## config.mk

```make
export PLATFORM = sky130hd
export DESIGN_NAME = acs_sequencer
export DESIGN_NICKNAME = d
export VERILOG_FILES = /design/src/hdl/acs_sequencer.v
export VERILOG_INCLUDE_DIRS = /design/src /design/src/common
export SDC_FILE = /design/constraint.sdc
export NUM_CORES = 1
export LEC_CHECK = 0
export ABC_AREA = 1
export BUFFER_PORTS_ARGS = -buffer_cell sky130_fd_sc_hd__buf_4
export CAP_MARGIN = 20
export CORE_ASPECT_RATIO = 1.75
export CORE_MARGIN = 10
export CORE_UTILIZATION = 35
export CTS_BUF_LIST = sky130_fd_sc_hd__clkbuf_4
export DETAILED_ROUTE_END_ITERATION = 8
export GPL_ROUTABILITY_DRIVEN = 0
export GPL_TIMING_DRIVEN = 1
export PLACE_DENSITY = 0.65
export SYNTH_ARGS = -nofsm -noshare
export SYNTH_HDL_FRONTEND = slang
export SYNTH_SLANG_ARGS = --single-unit
```

## constraint.sdc

```tcl
create_clock -name clk -period 2.5 [get_ports clk]
set_input_delay 0 -clock clk [delete_from_list [all_inputs] [get_ports clk]]
set_output_delay 0 -clock clk [all_outputs]
set_load 0.05 [all_outputs]
```

## src/common/acs_consts.vh

```
// Constants for the converter calibration sequencer.
`ifndef ACS_CONSTS_VH
`define ACS_CONSTS_VH
`define ACS_REG_CTRL 8'h00
`define ACS_REG_TRIG 8'h04
`define ACS_REG_LP 8'h08
`define ACS_REG_STATUS 8'h0c
`define ACS_REG_OFS_BASE 8'h10
`define ACS_REG_LAST 8'h24
`define ACS_CTRL_CAL_EN 0
`define ACS_CTRL_BG 1
`define ACS_CTRL_TRIG_SRC 2
`define ACS_CTRL_FG_OFS 3
`define ACS_CTRL_BG_OFS 4
`define ACS_CTRL_LOW_POWER_SPARE_ENABLE 5
`define ACS_CTRL_MANUAL 6
`define ACS_CTRL_SINGLE 7
`define ACS_CTRL_IN_SEL 8
`define ACS_CTRL_RESET 32'h0000_0001
`define ACS_LP_RESET 32'h0010_0010
`define ACS_MID_CODE 8'h00
`define ACS_CAL_TIME_NS 1000
`define ACS_OFS_TIME_NS 500
`define ACS_CLK_NS 25
`define ACS_TRIM_DEFAULT 8'h80
`define ACS_RESP_OKAY 2'b00
`define ACS_RESP_SLVERR 2'b10
`endif

```

## src/hdl/acs_sequencer.v

```verilog
// Calibration sequencer for a three-core interleaved converter with an AXI4-Lite slave.
//
// Behaviour
// - Foreground calibration takes all cores offline and forces output to mid-code zero.
// - Six banks form three two-way interleaved cores A, B and C.
// - Foreground: A samples input A, B samples input B, or both one input.
// - Background mode periodically substitutes core C for core A or B.
// - Spare is calibrated first, relieves an active core, rotation repeats.
// - Each calibration adjusts linearity, gain and offset of both banks of each core it calibrates.
// - Trim fields reset to factory values and are readable and writable.
// - Foreground calibration runs after power-up; host waits before programming.
// - Foreground calibration starts from pin or software trigger, chosen by select bit.
// - Brief glitches when cores swap in background mode are tolerated.
// - With low power enabled, offline cores stay powered down until due.
// - Sleep interval sets spare sleep time when low power on and manual off.
// - Settle interval sets how long a woken core stabilises before calibration.
// - Manual switch bit selects automatic or trigger-driven core switching.
// - Foreground offset enable calibrates buffer offsets once per foreground calibration.
// - Background offset enable keeps correcting buffer offsets in the background routine.
// - Foreground offset enable set before calibration enable gives one-time offset run.
// - Offset calibration writes offset trims; software must not write them then.
`timescale 1ns/1ps
`include "acs_consts.vh"
module acs_sequencer #(
	parameter CAL_CYCLES = (`ACS_CAL_TIME_NS + `ACS_CLK_NS - 1) / `ACS_CLK_NS,
	parameter OFS_CYCLES = (`ACS_OFS_TIME_NS + `ACS_CLK_NS - 1) / `ACS_CLK_NS,
	parameter [7:0] FACTORY_TRIM = `ACS_TRIM_DEFAULT
) (
	input wire clk,
	input wire rst_n,
	input wire calibration_pin_trigger,
	input wire [7:0] sample_core_a,
	input wire [7:0] sample_core_b,
	input wire [7:0] sample_core_c,
	input wire [7:0] ofs_estimate,
	input wire [31:0] s_axi_awaddr,
	input wire s_axi_awvalid,
	output reg s_axi_awready,
	input wire [31:0] s_axi_wdata,
	input wire [3:0] s_axi_wstrb,
	input wire s_axi_wvalid,
	output reg s_axi_wready,
	output reg [1:0] s_axi_bresp,
	output reg s_axi_bvalid,
	input wire s_axi_bready,
	input wire [31:0] s_axi_araddr,
	input wire s_axi_arvalid,
	output reg s_axi_arready,
	output reg [31:0] s_axi_rdata,
	output reg [1:0] s_axi_rresp,
	output reg s_axi_rvalid,
	input wire s_axi_rready,
	output reg [7:0] data_out_a,
	output reg [7:0] data_out_b,
	output reg [2:0] core_online,
	output reg [2:0] core_powered,
	output reg [2:0] core_calibrating,
	output reg [1:0] core_c_stands_for,
	output reg [1:0] core_a_input,
	output reg [1:0] core_b_input,
	output reg offset_cal_active
);
	localparam S_FG = 7'b0000001;
	localparam S_FG_OFS = 7'b0000010;
	localparam S_IDLE = 7'b0000100;
	localparam S_SLEEP = 7'b0001000;
	localparam S_SETTLE = 7'b0010000;
	localparam S_BG_CAL = 7'b0100000;
	localparam S_WAIT_SW = 7'b1000000;

	reg [31:0] ctrl;
	reg [31:0] lp;
	reg [6:0] state;
	reg [31:0] count;
	reg [1:0] swap_target;
	reg foreground_complete_flag;
	reg fg_ofs_pending;
	reg cal_en_q;
	reg pin_s1, pin_s2, pin_s3;
	reg soft_pulse;
	wire [47:0] input_offset_trim;
	reg [31:0] wr_addr;
	reg [31:0] wr_data;
	reg [3:0] wr_strb;
	reg have_aw, have_w;

	wire trigger_source_select = ctrl[`ACS_CTRL_TRIG_SRC];
	wire background_mode_enable = ctrl[`ACS_CTRL_BG];
	wire low_power_spare_enable = ctrl[`ACS_CTRL_LOW_POWER_SPARE_ENABLE];
	wire spare_manual_switch = ctrl[`ACS_CTRL_MANUAL];
	wire foreground_offset_enable = ctrl[`ACS_CTRL_FG_OFS];
	wire background_offset_enable = ctrl[`ACS_CTRL_BG_OFS];
	wire low_power_background_mode = background_mode_enable & low_power_spare_enable;
	wire [15:0] spare_sleep_interval = lp[15:0];
	wire [15:0] spare_settle_interval = lp[31:16];
	wire pin_rise = pin_s2 & ~pin_s3;
	wire trigger = trigger_source_select ? pin_rise : soft_pulse;
	wire any_ofs = foreground_offset_enable | background_offset_enable;
	wire wr_fire = have_aw & have_w & ~s_axi_bvalid;
	wire wr_ofs_hit = wr_addr[7:0] >= `ACS_REG_OFS_BASE && wr_addr[7:0] <= `ACS_REG_LAST;
	wire [2:0] wr_ofs_idx = wr_addr[4:2] - 3'd4;
	wire [2:0] rd_ofs_idx = s_axi_araddr[4:2] - 3'd4;
	wire cal_en_rise = ctrl[`ACS_CTRL_CAL_EN] & ~cal_en_q;
	// The core under calibration owns two adjacent trims, one per bank.
	wire [2:0] ofs_slot = swap_target == 2'd0 ? 3'd4 : {swap_target - 2'd1, 1'b0};

	always @(posedge clk) begin
		pin_s1 <= calibration_pin_trigger;
		pin_s2 <= pin_s1;
		pin_s3 <= pin_s2;
	end

	// Write address and data may arrive in either order; each is held until both are present.
	always @(posedge clk) begin
		if (!rst_n) begin
			s_axi_awready <= 1'b0;
			s_axi_wready <= 1'b0;
			s_axi_bvalid <= 1'b0;
			s_axi_bresp <= `ACS_RESP_OKAY;
			have_aw <= 1'b0;
			have_w <= 1'b0;
			wr_addr <= 32'h0000_0000;
			wr_data <= 32'h0000_0000;
			wr_strb <= 4'h0;
			ctrl <= `ACS_CTRL_RESET;
			lp <= `ACS_LP_RESET;
			soft_pulse <= 1'b0;
		end else begin
			soft_pulse <= 1'b0;
			s_axi_awready <= ~have_aw & ~s_axi_awready & s_axi_awvalid;
			s_axi_wready <= ~have_w & ~s_axi_wready & s_axi_wvalid;
			if (s_axi_awvalid && s_axi_awready) begin
				have_aw <= 1'b1;
				wr_addr <= s_axi_awaddr;
			end
			if (s_axi_wvalid && s_axi_wready) begin
				have_w <= 1'b1;
				wr_data <= s_axi_wdata;
				wr_strb <= s_axi_wstrb;
			end
			if (s_axi_bvalid && s_axi_bready) begin
				s_axi_bvalid <= 1'b0;
			end
			if (wr_fire) begin
				have_aw <= 1'b0;
				have_w <= 1'b0;
				s_axi_bvalid <= 1'b1;
				s_axi_bresp <= `ACS_RESP_OKAY;
				case (wr_addr[7:0])
					`ACS_REG_CTRL: begin
						if (wr_strb[0]) ctrl[7:0] <= wr_data[7:0];
						if (wr_strb[1]) ctrl[15:8] <= wr_data[15:8];
					end
					`ACS_REG_TRIG: begin
						soft_pulse <= wr_strb[0] & wr_data[0];
					end
					`ACS_REG_LP: begin
						if (wr_strb[0]) lp[7:0] <= wr_data[7:0];
						if (wr_strb[1]) lp[15:8] <= wr_data[15:8];
						if (wr_strb[2]) lp[23:16] <= wr_data[23:16];
						if (wr_strb[3]) lp[31:24] <= wr_data[31:24];
					end
					default: begin
						if (!wr_ofs_hit || wr_addr[1:0] != 2'b00) s_axi_bresp <= `ACS_RESP_SLVERR;
					end
				endcase
			end
		end
	end

	// Offset trim writes are ignored while either offset enable bit is set, so software cannot corrupt them.
	// Each trim is its own register, so one process drives each byte.
	genvar gi;
	generate
		for (gi = 0; gi < 6; gi = gi + 1) begin : g_trim
			reg [7:0] trim_value;
			always @(posedge clk) begin
				if (!rst_n) begin
					trim_value <= FACTORY_TRIM;
				end else if (offset_cal_active && count == 32'd1 && (state == S_FG_OFS
					|| (state == S_BG_CAL && (ofs_slot == gi || ofs_slot + 3'd1 == gi)))) begin
					trim_value <= ofs_estimate;
				end else if (wr_fire && wr_ofs_hit && wr_ofs_idx == gi && wr_strb[0]
					&& !any_ofs && wr_addr[1:0] == 2'b00) begin
					trim_value <= wr_data[7:0];
				end
			end
			assign input_offset_trim[gi * 8 +: 8] = trim_value;
		end
	endgenerate

	always @(posedge clk) begin
		if (!rst_n) begin
			s_axi_arready <= 1'b0;
			s_axi_rvalid <= 1'b0;
			s_axi_rdata <= 32'h0000_0000;
			s_axi_rresp <= `ACS_RESP_OKAY;
		end else begin
			s_axi_arready <= ~s_axi_arready & ~s_axi_rvalid & s_axi_arvalid;
			if (s_axi_rvalid && s_axi_rready) s_axi_rvalid <= 1'b0;
			if (s_axi_arvalid && s_axi_arready) begin
				s_axi_rvalid <= 1'b1;
				s_axi_rresp <= `ACS_RESP_OKAY;
				case (s_axi_araddr[7:0])
					`ACS_REG_CTRL: s_axi_rdata <= {16'h0000, ctrl[15:0]};
					`ACS_REG_TRIG: s_axi_rdata <= 32'h0000_0000;
					`ACS_REG_LP: s_axi_rdata <= lp;
					`ACS_REG_STATUS: s_axi_rdata <= {22'h0, offset_cal_active,
						swap_target, state};
					default: begin
						if (s_axi_araddr[7:0] >= `ACS_REG_OFS_BASE
							&& s_axi_araddr[7:0] <= `ACS_REG_LAST
							&& s_axi_araddr[1:0] == 2'b00) begin
							s_axi_rdata <= {24'h000000, input_offset_trim[rd_ofs_idx * 8 +: 8]};
						end else begin
							s_axi_rdata <= 32'h0000_0000;
							s_axi_rresp <= `ACS_RESP_SLVERR;
						end
					end
				endcase
				if (s_axi_araddr[7:0] == `ACS_REG_STATUS) begin
					s_axi_rdata[31] <= foreground_complete_flag;
				end
			end
		end
	end

	// Sequencer: foreground runs from reset, then background rotates core C through A and B.
	always @(posedge clk) begin
		if (!rst_n) begin
			state <= S_FG;
			count <= CAL_CYCLES;
			swap_target <= 2'd0;
			foreground_complete_flag <= 1'b0;
			fg_ofs_pending <= 1'b0;
			cal_en_q <= 1'b0;
			offset_cal_active <= 1'b0;
		end else begin
			cal_en_q <= ctrl[`ACS_CTRL_CAL_EN];
			if (count != 32'd0) count <= count - 32'd1;
			case (state)
				S_FG: begin
					if (count == 32'd1) begin
						state <= foreground_offset_enable ? S_FG_OFS : S_IDLE;
						offset_cal_active <= foreground_offset_enable;
						count <= OFS_CYCLES;
						if (!foreground_offset_enable) foreground_complete_flag <= 1'b1;
					end
				end
				S_FG_OFS: begin
					if (count == 32'd1) begin
						state <= S_IDLE;
						offset_cal_active <= 1'b0;
						foreground_complete_flag <= 1'b1;
						fg_ofs_pending <= 1'b0;
						// A one-time offset run in background mode hands straight on to the rotation.
						if (fg_ofs_pending && background_mode_enable) begin
							state <= low_power_spare_enable ? S_SETTLE : S_BG_CAL;
							count <= low_power_spare_enable ? {16'h0000, spare_settle_interval}
								: CAL_CYCLES;
							offset_cal_active <= background_offset_enable & ~low_power_spare_enable;
						end
					end
				end
				S_IDLE: begin
					if (trigger && background_mode_enable && !trigger_source_select) begin
						state <= low_power_spare_enable ? S_SETTLE : S_BG_CAL;
						count <= low_power_spare_enable ? {16'h0000, spare_settle_interval}
							: CAL_CYCLES;
						offset_cal_active <= background_offset_enable & ~low_power_spare_enable;
						if (fg_ofs_pending) begin
							state <= S_FG_OFS;
							offset_cal_active <= 1'b1;
							count <= OFS_CYCLES;
						end
					end else if (trigger && ctrl[`ACS_CTRL_CAL_EN]) begin
						state <= S_FG;
						count <= CAL_CYCLES;
						foreground_complete_flag <= 1'b0;
					end
				end
				S_SLEEP: begin
					if ((!spare_manual_switch && count <= 32'd1) || (spare_manual_switch && trigger)) begin
						state <= S_SETTLE;
						count <= {16'h0000, spare_settle_interval};
					end
				end
				S_SETTLE: begin
					if (count <= 32'd1) begin
						state <= S_BG_CAL;
						count <= CAL_CYCLES;
						offset_cal_active <= background_offset_enable;
					end
				end
				S_BG_CAL: begin
					if (count == 32'd1) begin
						swap_target <= swap_target == 2'd2 ? 2'd0 : swap_target + 2'd1;
						offset_cal_active <= 1'b0;
						if (!background_mode_enable) begin
							state <= S_IDLE;
						end else if (low_power_background_mode) begin
							state <= S_SLEEP;
							count <= {16'h0000, spare_sleep_interval};
						end else if (spare_manual_switch) begin
							state <= S_WAIT_SW;
						end else begin
							count <= CAL_CYCLES;
							offset_cal_active <= background_offset_enable;
						end
					end
				end
				S_WAIT_SW: begin
					if (!background_mode_enable) state <= S_IDLE;
					else if (trigger) begin
						state <= S_BG_CAL;
						count <= CAL_CYCLES;
						offset_cal_active <= background_offset_enable;
					end
				end
				default: state <= S_IDLE;
			endcase
			// After the case, so a fresh request wins over a clear in the same cycle.
			if (cal_en_rise && foreground_offset_enable) fg_ofs_pending <= 1'b1;
		end
	end

	// Core roles: swap_target 0 means C is the spare being calibrated, 1 C stands for A, 2 for B.
	// A swap retimes output selection in one cycle; small glitches at the seam are accepted.
	always @(posedge clk) begin
		if (!rst_n) begin
			data_out_a <= `ACS_MID_CODE;
			data_out_b <= `ACS_MID_CODE;
			core_online <= 3'b000;
			core_powered <= 3'b111;
			core_calibrating <= 3'b111;
			core_c_stands_for <= 2'd0;
			core_a_input <= 2'd0;
			core_b_input <= 2'd1;
		end else begin
			core_a_input <= ctrl[`ACS_CTRL_SINGLE] ? {1'b0, ctrl[`ACS_CTRL_IN_SEL]} : 2'd0;
			core_b_input <= ctrl[`ACS_CTRL_SINGLE] ? {1'b0, ctrl[`ACS_CTRL_IN_SEL]} : 2'd1;
			core_c_stands_for <= (state == S_FG || state == S_FG_OFS || state == S_IDLE) ?
				2'd0 : swap_target;
			if (state == S_FG || (state == S_FG_OFS && !background_mode_enable)) begin
				data_out_a <= `ACS_MID_CODE;
				data_out_b <= `ACS_MID_CODE;
				core_online <= 3'b000;
				core_calibrating <= 3'b111;
				core_powered <= 3'b111;
			end else if (state == S_IDLE || state == S_FG_OFS) begin
				data_out_a <= sample_core_a;
				data_out_b <= sample_core_b;
				core_online <= 3'b011;
				core_calibrating <= 3'b000;
				core_powered <= 3'b011 | {~low_power_spare_enable, 2'b00};
			end else begin
				data_out_a <= swap_target == 2'd1 ? sample_core_c : sample_core_a;
				data_out_b <= swap_target == 2'd2 ? sample_core_c : sample_core_b;
				core_online <= swap_target == 2'd1 ? 3'b110 : (swap_target == 2'd2 ? 3'b101 : 3'b011);
				core_calibrating <= state == S_BG_CAL ?
					(swap_target == 2'd1 ? 3'b001 : (swap_target == 2'd2 ? 3'b010 : 3'b100)) : 3'b000;
				core_powered <= state == S_SLEEP ?
					(swap_target == 2'd1 ? 3'b110 : (swap_target == 2'd2 ? 3'b101 : 3'b011)) : 3'b111;
			end
		end
	end
endmodule // acs_sequencer

```

==> results of run 1 <==
-- per-stage QoR --
stage | setup TNS (ps) | util (%) | hold WS (ps) | cell area (um2)
floorplan | 0 | - | 27.7 | 12900
global placement | 0 | 41.1 | 107 | 14900
detailed placement | 0 | 41.1 | 115 | 14900
CTS | 0 | 47.4 | 3.17 | 17200
global route | -19.0 | 47.7 | 22.8 | 17300
finish | 0 | 47.7 | 40.3 | 17300
-- registers in the layout (all words and copies together), names as in the netlist, 2 cells and up --
signal	count
core_calibrating	3
data_out_b	8
g_trim.trim_value	48
wr_data	32
swap_target	2
count	32
data_out_a	8
wr_addr	8
core_powered	3
s_axi_rdata	32
wr_strb	4
core_c_stands_for	2
lp	32
core_online	3
state	7
ctrl	16
-- kinds of logic after synthesis --
family | count (synthesis) | share of synthesized area [%]
flops | 259 | 40.3
xor+xnor | 26 | 1.77
fa+ha+maj | 8 | 0.777
buf+inv | 302 | 9.30
other cells | 1 | 0.0291
compound gates | 497 | 21.2
simple gates | 797 | 26.7
-- repair_timing --
item | in CTS | in global routing
resized for setup | 0 | 21
hold buffers | 150 | 0
hold endpoints to repair | 242 | 0
buffers inserted | 0 | 5
endpoints found under the setup margin | 0 | 85
-- synthesized netlist by cell type, types with 6 or more instances --
master      n
nor2_4      7
a41oi_1     6
o21ai_2     8
buf_2       9
xnor2_1    10
nand2_1   353
nand4_1    12
o21ai_0   228
dfxtp_1   259
o211ai_1   18
xor2_1     16
clkbuf_1   58
o21ai_1    15
nand2_2    11
or2_2       7
o22ai_1    13
nand3_1   106
nor3_1     34
buf_4       7
a21oi_1   169
nor2_1    244
a221oi_1    8
ha_1        8
nor2_2     10
inv_1     215
-- worst paths after layout --
check                                           endpoint  cells past startpoint
worst max register to register       count[8]$_SDFF_PN0_                     13
worst min register to register            pin_s3$_DFF_P_                      0
worst min-delay path            data_out_b[1]$_SDFF_PP0_                      4
worst max-delay path                 count[8]$_SDFF_PN0_                     13
-- per-layer routing --
layer	wire (um)	GRT usage, %	vias up
met5	0	0	-
met4	4830	20.1	0
met3	2890	4.52	252
met2	28100	42.2	624
met1	17400	21.7	6764
li1	-	-	6998
-- final cells by class --
type / instances / area (um2) / share of cell area [%]
Clock inverter: 19 / 111 / 0.644
Clock buffer: 88 / 661 / 3.82
Multi-Input combinational cell: 1332 / 6580 / 38.1
Sequential cell: 259 / 5190 / 30.0
Antenna cell: 6 / 15.0 / 0.0868
Tap cell: 470 / 588 / 3.40
Timing Repair Buffer: 389 / 3320 / 19.2
Inverter: 222 / 837 / 4.84
-- worst max-delay path, delay by kind of cell (launching register included) --
| kind | cells | cell delay [ps] |
|---|---|---|
| simple gates | 10 | 1500 |
| flops | 1 | 330 |
| buf+inv | 2 | 280 |
| compound gates | 1 | 60 |
-- where the power goes --
group	leakage [nW]	internal (W)	switching, W
Clock	0.459	0.00174	0.00178
Sequential	2.10	0.00441	0.000207
Combinational	5.21	0.00154	0.00305
Total	7.77	0.00769	0.00504
==> results.toml, run 1 <==
[run_status]
outcome = "complete, no violations"

[finish]
area_growth_pct = 34.3
layout_commonest_cell = "nand2_1"
final_cell_mix = "nand2_1 (349), dfxtp_1 (258), nor2_1 (237), buf_4 (237), o21ai_0 (226)"
nets = 2418
final_cells = 2785
num-fill-cells = 3555
drive_gt1_share_pct = 17.9

[route]
final_antenna_net_count = 0
wl_per_cell_um = 19.1
firstDrtPassIters = 6
routed_wirelength_um = 53300
drc = 0
drt-vias-per-instance = 5.26
drt_first_iter_violations = 1158
route.vias.total = 14638

[cts]
clock_path_buffers = 3
clk-insertion-delay-late_ps = 760
clockRootBuffer = "clkbuf_4"
clkSinkCount = 259
h-tree-depth = 3
numCtsBuffers = 66
cts_tree = "yes"
cts.clk_slew.worst_paths_ps = 70

[power_and_ir_drop]
p_leak_nw = 7.77
powerDensity_nw_per_um2 = 736
vdd_drop_max_mv = 0.456
total_power_w = 0.0127

[min_path]
min_path_type = "in2reg"
min_from = "sample_core_b[1]"

[logic_synthesis]
yosysWarnings = 0
syn_area_per_cell_um2 = 6.82
yosysTopAreaCellShare_pct = 40.3
ys_async_sr_fraction_pct = 0
ys_seq_area_share_pct = 40.3
synth_enable_flop_cells = 0
synth_seq_cells = 259
synth_cell_types = 54
yosys.area.top_type = "dfxtp_1"
synthFlopType = "dfxtp_1"
synthCells = 1890
syn_area_um2 = 12900
yosys-top-cells-area = "dfxtp_1 (40%), nand2_1 (10%), o21ai_0 (8.9%)"

[floorplan]
die_x_um = 165
start_util_pct = 35.5
fp.dieH_um = 274
core-area_um2 = 36300
num_io_pins = 213
dieArea_um2 = 45200
row_count = 92

[worst_setup_path]
cp_cell_sequence = "nor2_1 > nand2_1 > nor2_2 > nand2_2 > nor2_8 > buf_12 > nor2_2 > inv_1 > nand4_1 > nor2_2 > nand2_1 > nand2_1 > a21oi_1"
crit_required_ps = 3080
r2r-start = "count[16]$_SDFF_PN0_"
critPathKind = "reg2reg"
crit_path_max_incr_delay_ps = 330
worst_setup_path_start_kind = "flop"
cp_max_fo = 10
worstSetupStartpoint = "count[16]$_SDFF_PN0_"
end_kind = "flop"
r2r_slack_ps = 160
cp_data_arrival_time_ps = 2920
cp_slowest_cell = "dfxtp_1"

[sta]
setup_viol = 0
fin_ws_ps = 157
fin_crit_ps = 2340
drv_slew = 0
finalHoldViolCount = 0
worstMarginPinSlew_ps = 934
skew_ps = 58.0
period_share_pct = 93.7
max_freq_mhz = 427
relSlewSlack_pct = 37.7

[grt]
antenna_found_initial = 6
grt_remaining_overflow = 0
grt_pass1_wl_um = 81400
grt_pass1_vias = 14960
grt_use_total_pct = 23.4
grt_max_degree = 130

[run]
drv_cap = 0

[place]
dp_hpwl_um = 37600
dpl.cell_count = 2518
port_buffers = 160
place_ws_ps = 34.6
Power figures use the tool's default switching activity.
==> run 2, diff against run 1 <==
--- a/config.mk
+++ b/config.mk
@@ -12,7 +12,6 @@
 export CORE_ASPECT_RATIO = 1.75
 export CORE_MARGIN = 10
 export CORE_UTILIZATION = 35
-export CTS_BUF_LIST = sky130_fd_sc_hd__clkbuf_4
 export DETAILED_ROUTE_END_ITERATION = 8
 export GPL_ROUTABILITY_DRIVEN = 0
 export GPL_TIMING_DRIVEN = 1
==> results.toml, run 2 (synthesis results as in run 1) <==
[run_status]
outcome = "complete, no violations"

[floorplan]
die_x_um = 165
num_io_pins = 213
dieArea_um2 = 45200
fp.dieH_um = 274
core-area_um2 = 36300
start_util_pct = 35.5
row_count = 92

[route]
routed_wirelength_um = 51000
wl_per_cell_um = 19.2
final_antenna_net_count = 0
drc = 0
route.vias.total = 13982
drt-vias-per-instance = 5.27
firstDrtPassIters = 6
drt_first_iter_violations = 1167

[finish]
final_cell_mix = "nand2_1 (351), dfxtp_1 (259), nor2_1 (238)"
layout_commonest_cell = "nand2_1"
multi_input_area_um2 = 6570
drive_gt1_share_pct = 16.1
seq_area_um2 = 5180
area_growth_pct = 29.4
largest_reg_flops = 48
num-fill-cells = 3608
nets = 2312
top_register = "g_trim.trim_value"

[cts]
clockRootBuffer = "clkbuf_16"
numCtsBuffers = 25
h-tree-depth = 1
cts_tree = "yes"
cts.clk_slew.worst_paths_ps = 60
clkSinkCount = 259
clk-insertion-delay-late_ps = 550
clock_path_buffers = 3

[worst_setup_path]
crit_required_ps = 2900
cp_slowest_cell = "dfxtp_1"
crit_path_max_incr_delay_ps = 330
rr_worst_depth = 13
cp_num_buf_inv = 2
worst_setup_path_start_kind = "flop"
cp_cell_sequence = "nor2_1 > nand2_1 > nor2_2 > nand2_2 > nor2_8 > buf_4 > nor2_2 > inv_1 > nand4_1 > nor2_2 > nand2_1 > nand2_1 > a21oi_1"
critPathKind = "reg2reg"
cp_max_fo = 5
r2r-start = "count[16]$_SDFF_PN0_"
end_kind = "flop"
cp_data_arrival_time_ps = 2770
r2r_slack_ps = 130
cpLargestDelayFamily = "simple AND/OR/NAND/NOR gates"
rr_endpoint = "count[1]$_SDFF_PN0_"

[place]
port_buffers = 160
dp_hpwl_um = 37600
place_ws_ps = 34.6

[min_path]
holdPathEnd = "core_online[1]$_SDFF_PP0_"
min_path_type = "in2reg"
holdPathStages = 3
min_from = "rst_n"

[sta]
drv_slew = 0
fin_ws_ps = 130
skew_ps = 21.4
finalHoldViolCount = 0
setup_viol = 0
rsz0062_at_grt = "true"
period_share_pct = 94.8
relSlewSlack_pct = 41.1
worstMarginPinSlew_ps = 883
setup_tns_ps = 0
fin_crit_ps = 2370
max_freq_mhz = 422

[power_and_ir_drop]
powerDensity_nw_per_um2 = 782
p_leak_nw = 7.46
total_power_w = 0.0130
vdd_drop_max_mv = 0.494

[grt]
grt_max_degree = 130
grt_pass1_wl_um = 77600
grt_pass1_vias = 14031
antenna_found_initial = 1
grt_use_total_pct = 22.0
grt_remaining_overflow = 0

[run]
drv_cap = 0
[run 2: worst max-delay path by stage]
stage	from	to	slack (ps)	cells past startpoint
3_5_place_dp	count[10]$_SDFF_PN0_	count[1]$_SDFF_PN0_	30	12
6_report	count[16]$_SDFF_PN0_	count[1]$_SDFF_PN0_	130	13
2_1_floorplan	count[0]$_SDFF_PN0_	count[4]$_SDFF_PN0_	470	14
4_1_cts	count[10]$_SDFF_PN0_	count[1]$_SDFF_PN0_	20	12
3_3_place_gp	count[10]$_SDFF_PN0_	count[24]$_SDFF_PN0_	130	12
5_1_grt	wr_addr[2]$_SDFFE_PN0P_	g_trim[4].trim_value[6]$_SDFFE_PN0P_	-90	10
[run 2: layer usage]
metal | up-vias | wire length (um) | global-route usage [%]
li1 | 6747 | - | -
met1 | 6372 | 16700 | 20.9
met2 | 606 | 26500 | 39.8
met3 | 257 | 2810 | 3.40
met4 | 0 | 4970 | 19.3
met5 | - | 0 | 0
[run 2: report_power, final]
part / internal (W) / switching (W)
logic: 0.00147 / 0.00302
registers: 0.00441 / 0.000201
clock network: 0.00224 / 0.00169
total: 0.00812 / 0.00491
[run 2: through the flow]
step	hold slack, ps	utilization (%)	cell area, um2	std cells
detailed placement	115	41.1	14900	2518
CTS	15.5	45.7	16600	2646
global route	44.2	46.0	16700	2651
finish	28.2	46.0	16700	2651
floorplan	27.7	-	12900	1893
global placement	107	41.1	14900	2518
[run 2: final cells by class]
cell class,count,area share [%]
clock buffer,33,4.11
inverter,222,5.00
multi-input combinational,1332,39.4
sequential,259,31.1
antenna,1,0.0150
timing repair buffer,324,16.0
tap,470,3.53
clock inverter,10,0.833
[run 2: worst reg2reg max path, cell delays in order, from the launching register on]
cell and delay (ps):
dfxtp_1 330, nor2_1 160, nand2_1 130, nor2_2 180, nand2_2 180, nor2_8 210, buf_4 140, nor2_2 50
inv_1 140, nand4_1 230, nor2_2 260, nand2_1 90, nand2_1 70, a21oi_1 60
[run 2: what timing repair did]
action                                 in CTS  in global routing
buffers inserted                            0                  4
hold buffers                               85                  0
setup endpoints to repair                   0                 71
gates resized for setup                     0                 15
endpoints found under the hold margin      90                  0
==> run 3, diff against run 2 <==
--- a/config.mk
+++ b/config.mk
@@ -16,6 +16,7 @@
 export GPL_ROUTABILITY_DRIVEN = 0
 export GPL_TIMING_DRIVEN = 1
 export PLACE_DENSITY = 0.65
+export RECOVER_POWER = 25
 export SYNTH_ARGS = -nofsm -noshare
 export SYNTH_HDL_FRONTEND = slang
 export SYNTH_SLANG_ARGS = --single-unit
==> results.toml, run 3 (synthesis results as in run 1) <==
[finish]
largest_reg_flops = 48
final_cells = 2651
num-fill-cells = 3659
top_register = "g_trim.trim_value"
fin_area_um2 = 16400
final_cell_mix = "nand2_1 (352), dfxtp_1 (259), nor2_1 (238)"
multi_input_area_um2 = 6560
final_util_pct = 45.3
seq_area_um2 = 5180
drive_gt1_share_pct = 13.1
nets = 2312
layout_commonest_cell = "nand2_1"
area_growth_pct = 27.5

[worst_setup_path]
crit_required_ps = 2900
cp_data_arrival_time_ps = 2790
end_kind = "flop"
worst-path-stages = 13
cp_max_fo = 5
crit_path_max_incr_delay_ps = 330
rr_worst_depth = 13
worst_setup_path_start_kind = "flop"
cp_cell_sequence = "nor2_1 > nand2_1 > nor2_2 > nand2_2 > nor2_8 > buf_4 > nor2_2 > inv_1 > nand4_1 > nor2_2 > nand2_1 > nand2_1 > a21oi_1"
cpLargestDelayFamily = "simple AND/OR/NAND/NOR gates"
critPathKind = "reg2reg"
cp_num_buf_inv = 2
cp_slowest_cell = "dfxtp_1"

[place]
dp_hpwl_um = 37600
port_buffers = 160
dpl.cell_count = 2518
placed_area_um2 = 14900

[floorplan]
num_io_pins = 213
core-area_um2 = 36300
start_util_pct = 35.5
die_x_um = 165
row_count = 92
dieArea_um2 = 45200
fp.dieH_um = 274

[sta]
worstMarginPinSlew_ps = 1050
rsz0062_at_grt = "true"
max_freq_mhz = 419
fin_crit_ps = 2390
skew_ps = 21.9
period_share_pct = 95.5
setup_viol = 0
relSlewSlack_pct = 29.8
finalHoldViolCount = 0
whs_ps = 29.2
drv_slew = 0

[grt]
grt_max_degree = 130
grt_use_total_pct = 22.0
grt_pass1_vias = 14031
antenna_found_initial = 1
grt_pass1_wl_um = 77600
grt_remaining_overflow = 0

[route]
final_antenna_net_count = 0
drc = 0
drt-vias-per-instance = 5.23
firstDrtPassIters = 6
drt_first_iter_violations = 1144
routed_wirelength_um = 50900
wl_per_cell_um = 19.2
route.vias.total = 13852

[min_path]
min_path_type = "in2reg"
holdPathStages = 3

[power_and_ir_drop]
switching_share_pct = 37.9
combPwrFrac_pct = 34.1
p_int_w = 0.00804
pwr-share-seq_pct = 35.6
power_switching_w = 0.00490
clkPwrFrac_pct = 30.3
p_leak_nw = 7.20
vdd_drop_max_mv = 0.494
powerDensity_nw_per_um2 = 788

[cts]
clk-insertion-delay-late_ps = 550
clock_path_buffers = 3
clockRootBuffer = "clkbuf_16"
cts.clk_slew.worst_paths_ps = 60
cts_tree = "yes"
clkSinkCount = 259
numCtsBuffers = 25
h-tree-depth = 1

[run_status]
outcome = "complete, no violations"

[run]
drv_cap = 0
[run 3: changes by cell type in the layout (fill, tap and decap cells not counted), sizes merged]
| cell | delta |
|---|---|
| clkbuf | +65 |
| buf | -65 |
[run 3: worst register-to-register path, stage by stage, from the launching register on]
cell,delay [ps]
dfxtp_1,330
nor2_1,180
nand2_1,130
nor2_2,160
nand2_2,180
nor2_8,210
buf_4,140
nor2_2,60
inv_1,140
nand4_1,240
nor2_2,260
nand2_1,90
nand2_1,70
a21oi_1,60
[run 3: power by group through the flow]
stage	Combinational, W	Clock, W	Sequential [W]
floorplan	0.00263	0	0.00500
global placement	0.00417	0	0.00469
detailed placement	0.00423	0	0.00470
CTS	0.00436	0.00400	0.00460
global route	0.00485	0.00414	0.00463
finish	0.00441	0.00392	0.00461
[run 3: path summary, 6_finish.rpt]
check	to	slack [ps]	start
worst max register to register	count[1]$_SDFF_PN0_	110	count[20]$_SDFF_PN0_
worst min-delay path	core_online[1]$_SDFF_PP0_	30	rst_n
worst min register to register	pin_s2$_DFF_P_	340	pin_s1$_DFF_P_
worst max-delay path	count[1]$_SDFF_PN0_	110	count[20]$_SDFF_PN0_
[run 3: routing by layer]
metal | GRT usage, % | up-vias | share of wire [%]
li1 | - | 6747 | -
met1 | 20.9 | 6311 | 33
met2 | 39.8 | 540 | 52
met3 | 3.40 | 254 | 5.3
met4 | 19.3 | 0 | 9.9
met5 | 0 | - | 0
[run 3: per-stage QoR]
stage / worst slack (ps) / setup TNS, ps / total power [W]
after floorplan: 468 / 0 / 0.00764
final: 112 / 0 / 0.0129
after global routing: -95.0 / -919 / 0.0136
after detailed placement: 34.6 / 0 / 0.00892
after CTS: 21.0 / 0 / 0.0130
after global placement: 125 / 0 / 0.00886
[run 3: final cells by class]
type	count	share of cell area, %
Timing Repair Buffer	324	14.8
Tap cell	470	3.58
Clock inverter	10	0.845
Sequential cell	259	31.6
Inverter	222	5.07
Antenna cell	1	0.0152
Multi-Input combinational cell	1332	40.0
Clock buffer	33	4.17
[run 3: what timing repair did]
action,4_1_cts,5_1_grt
buffers inserted,0,4
gates resized for setup,0,15
setup endpoints to repair,0,71
hold buffers,85,0
hold endpoints to repair,90,0
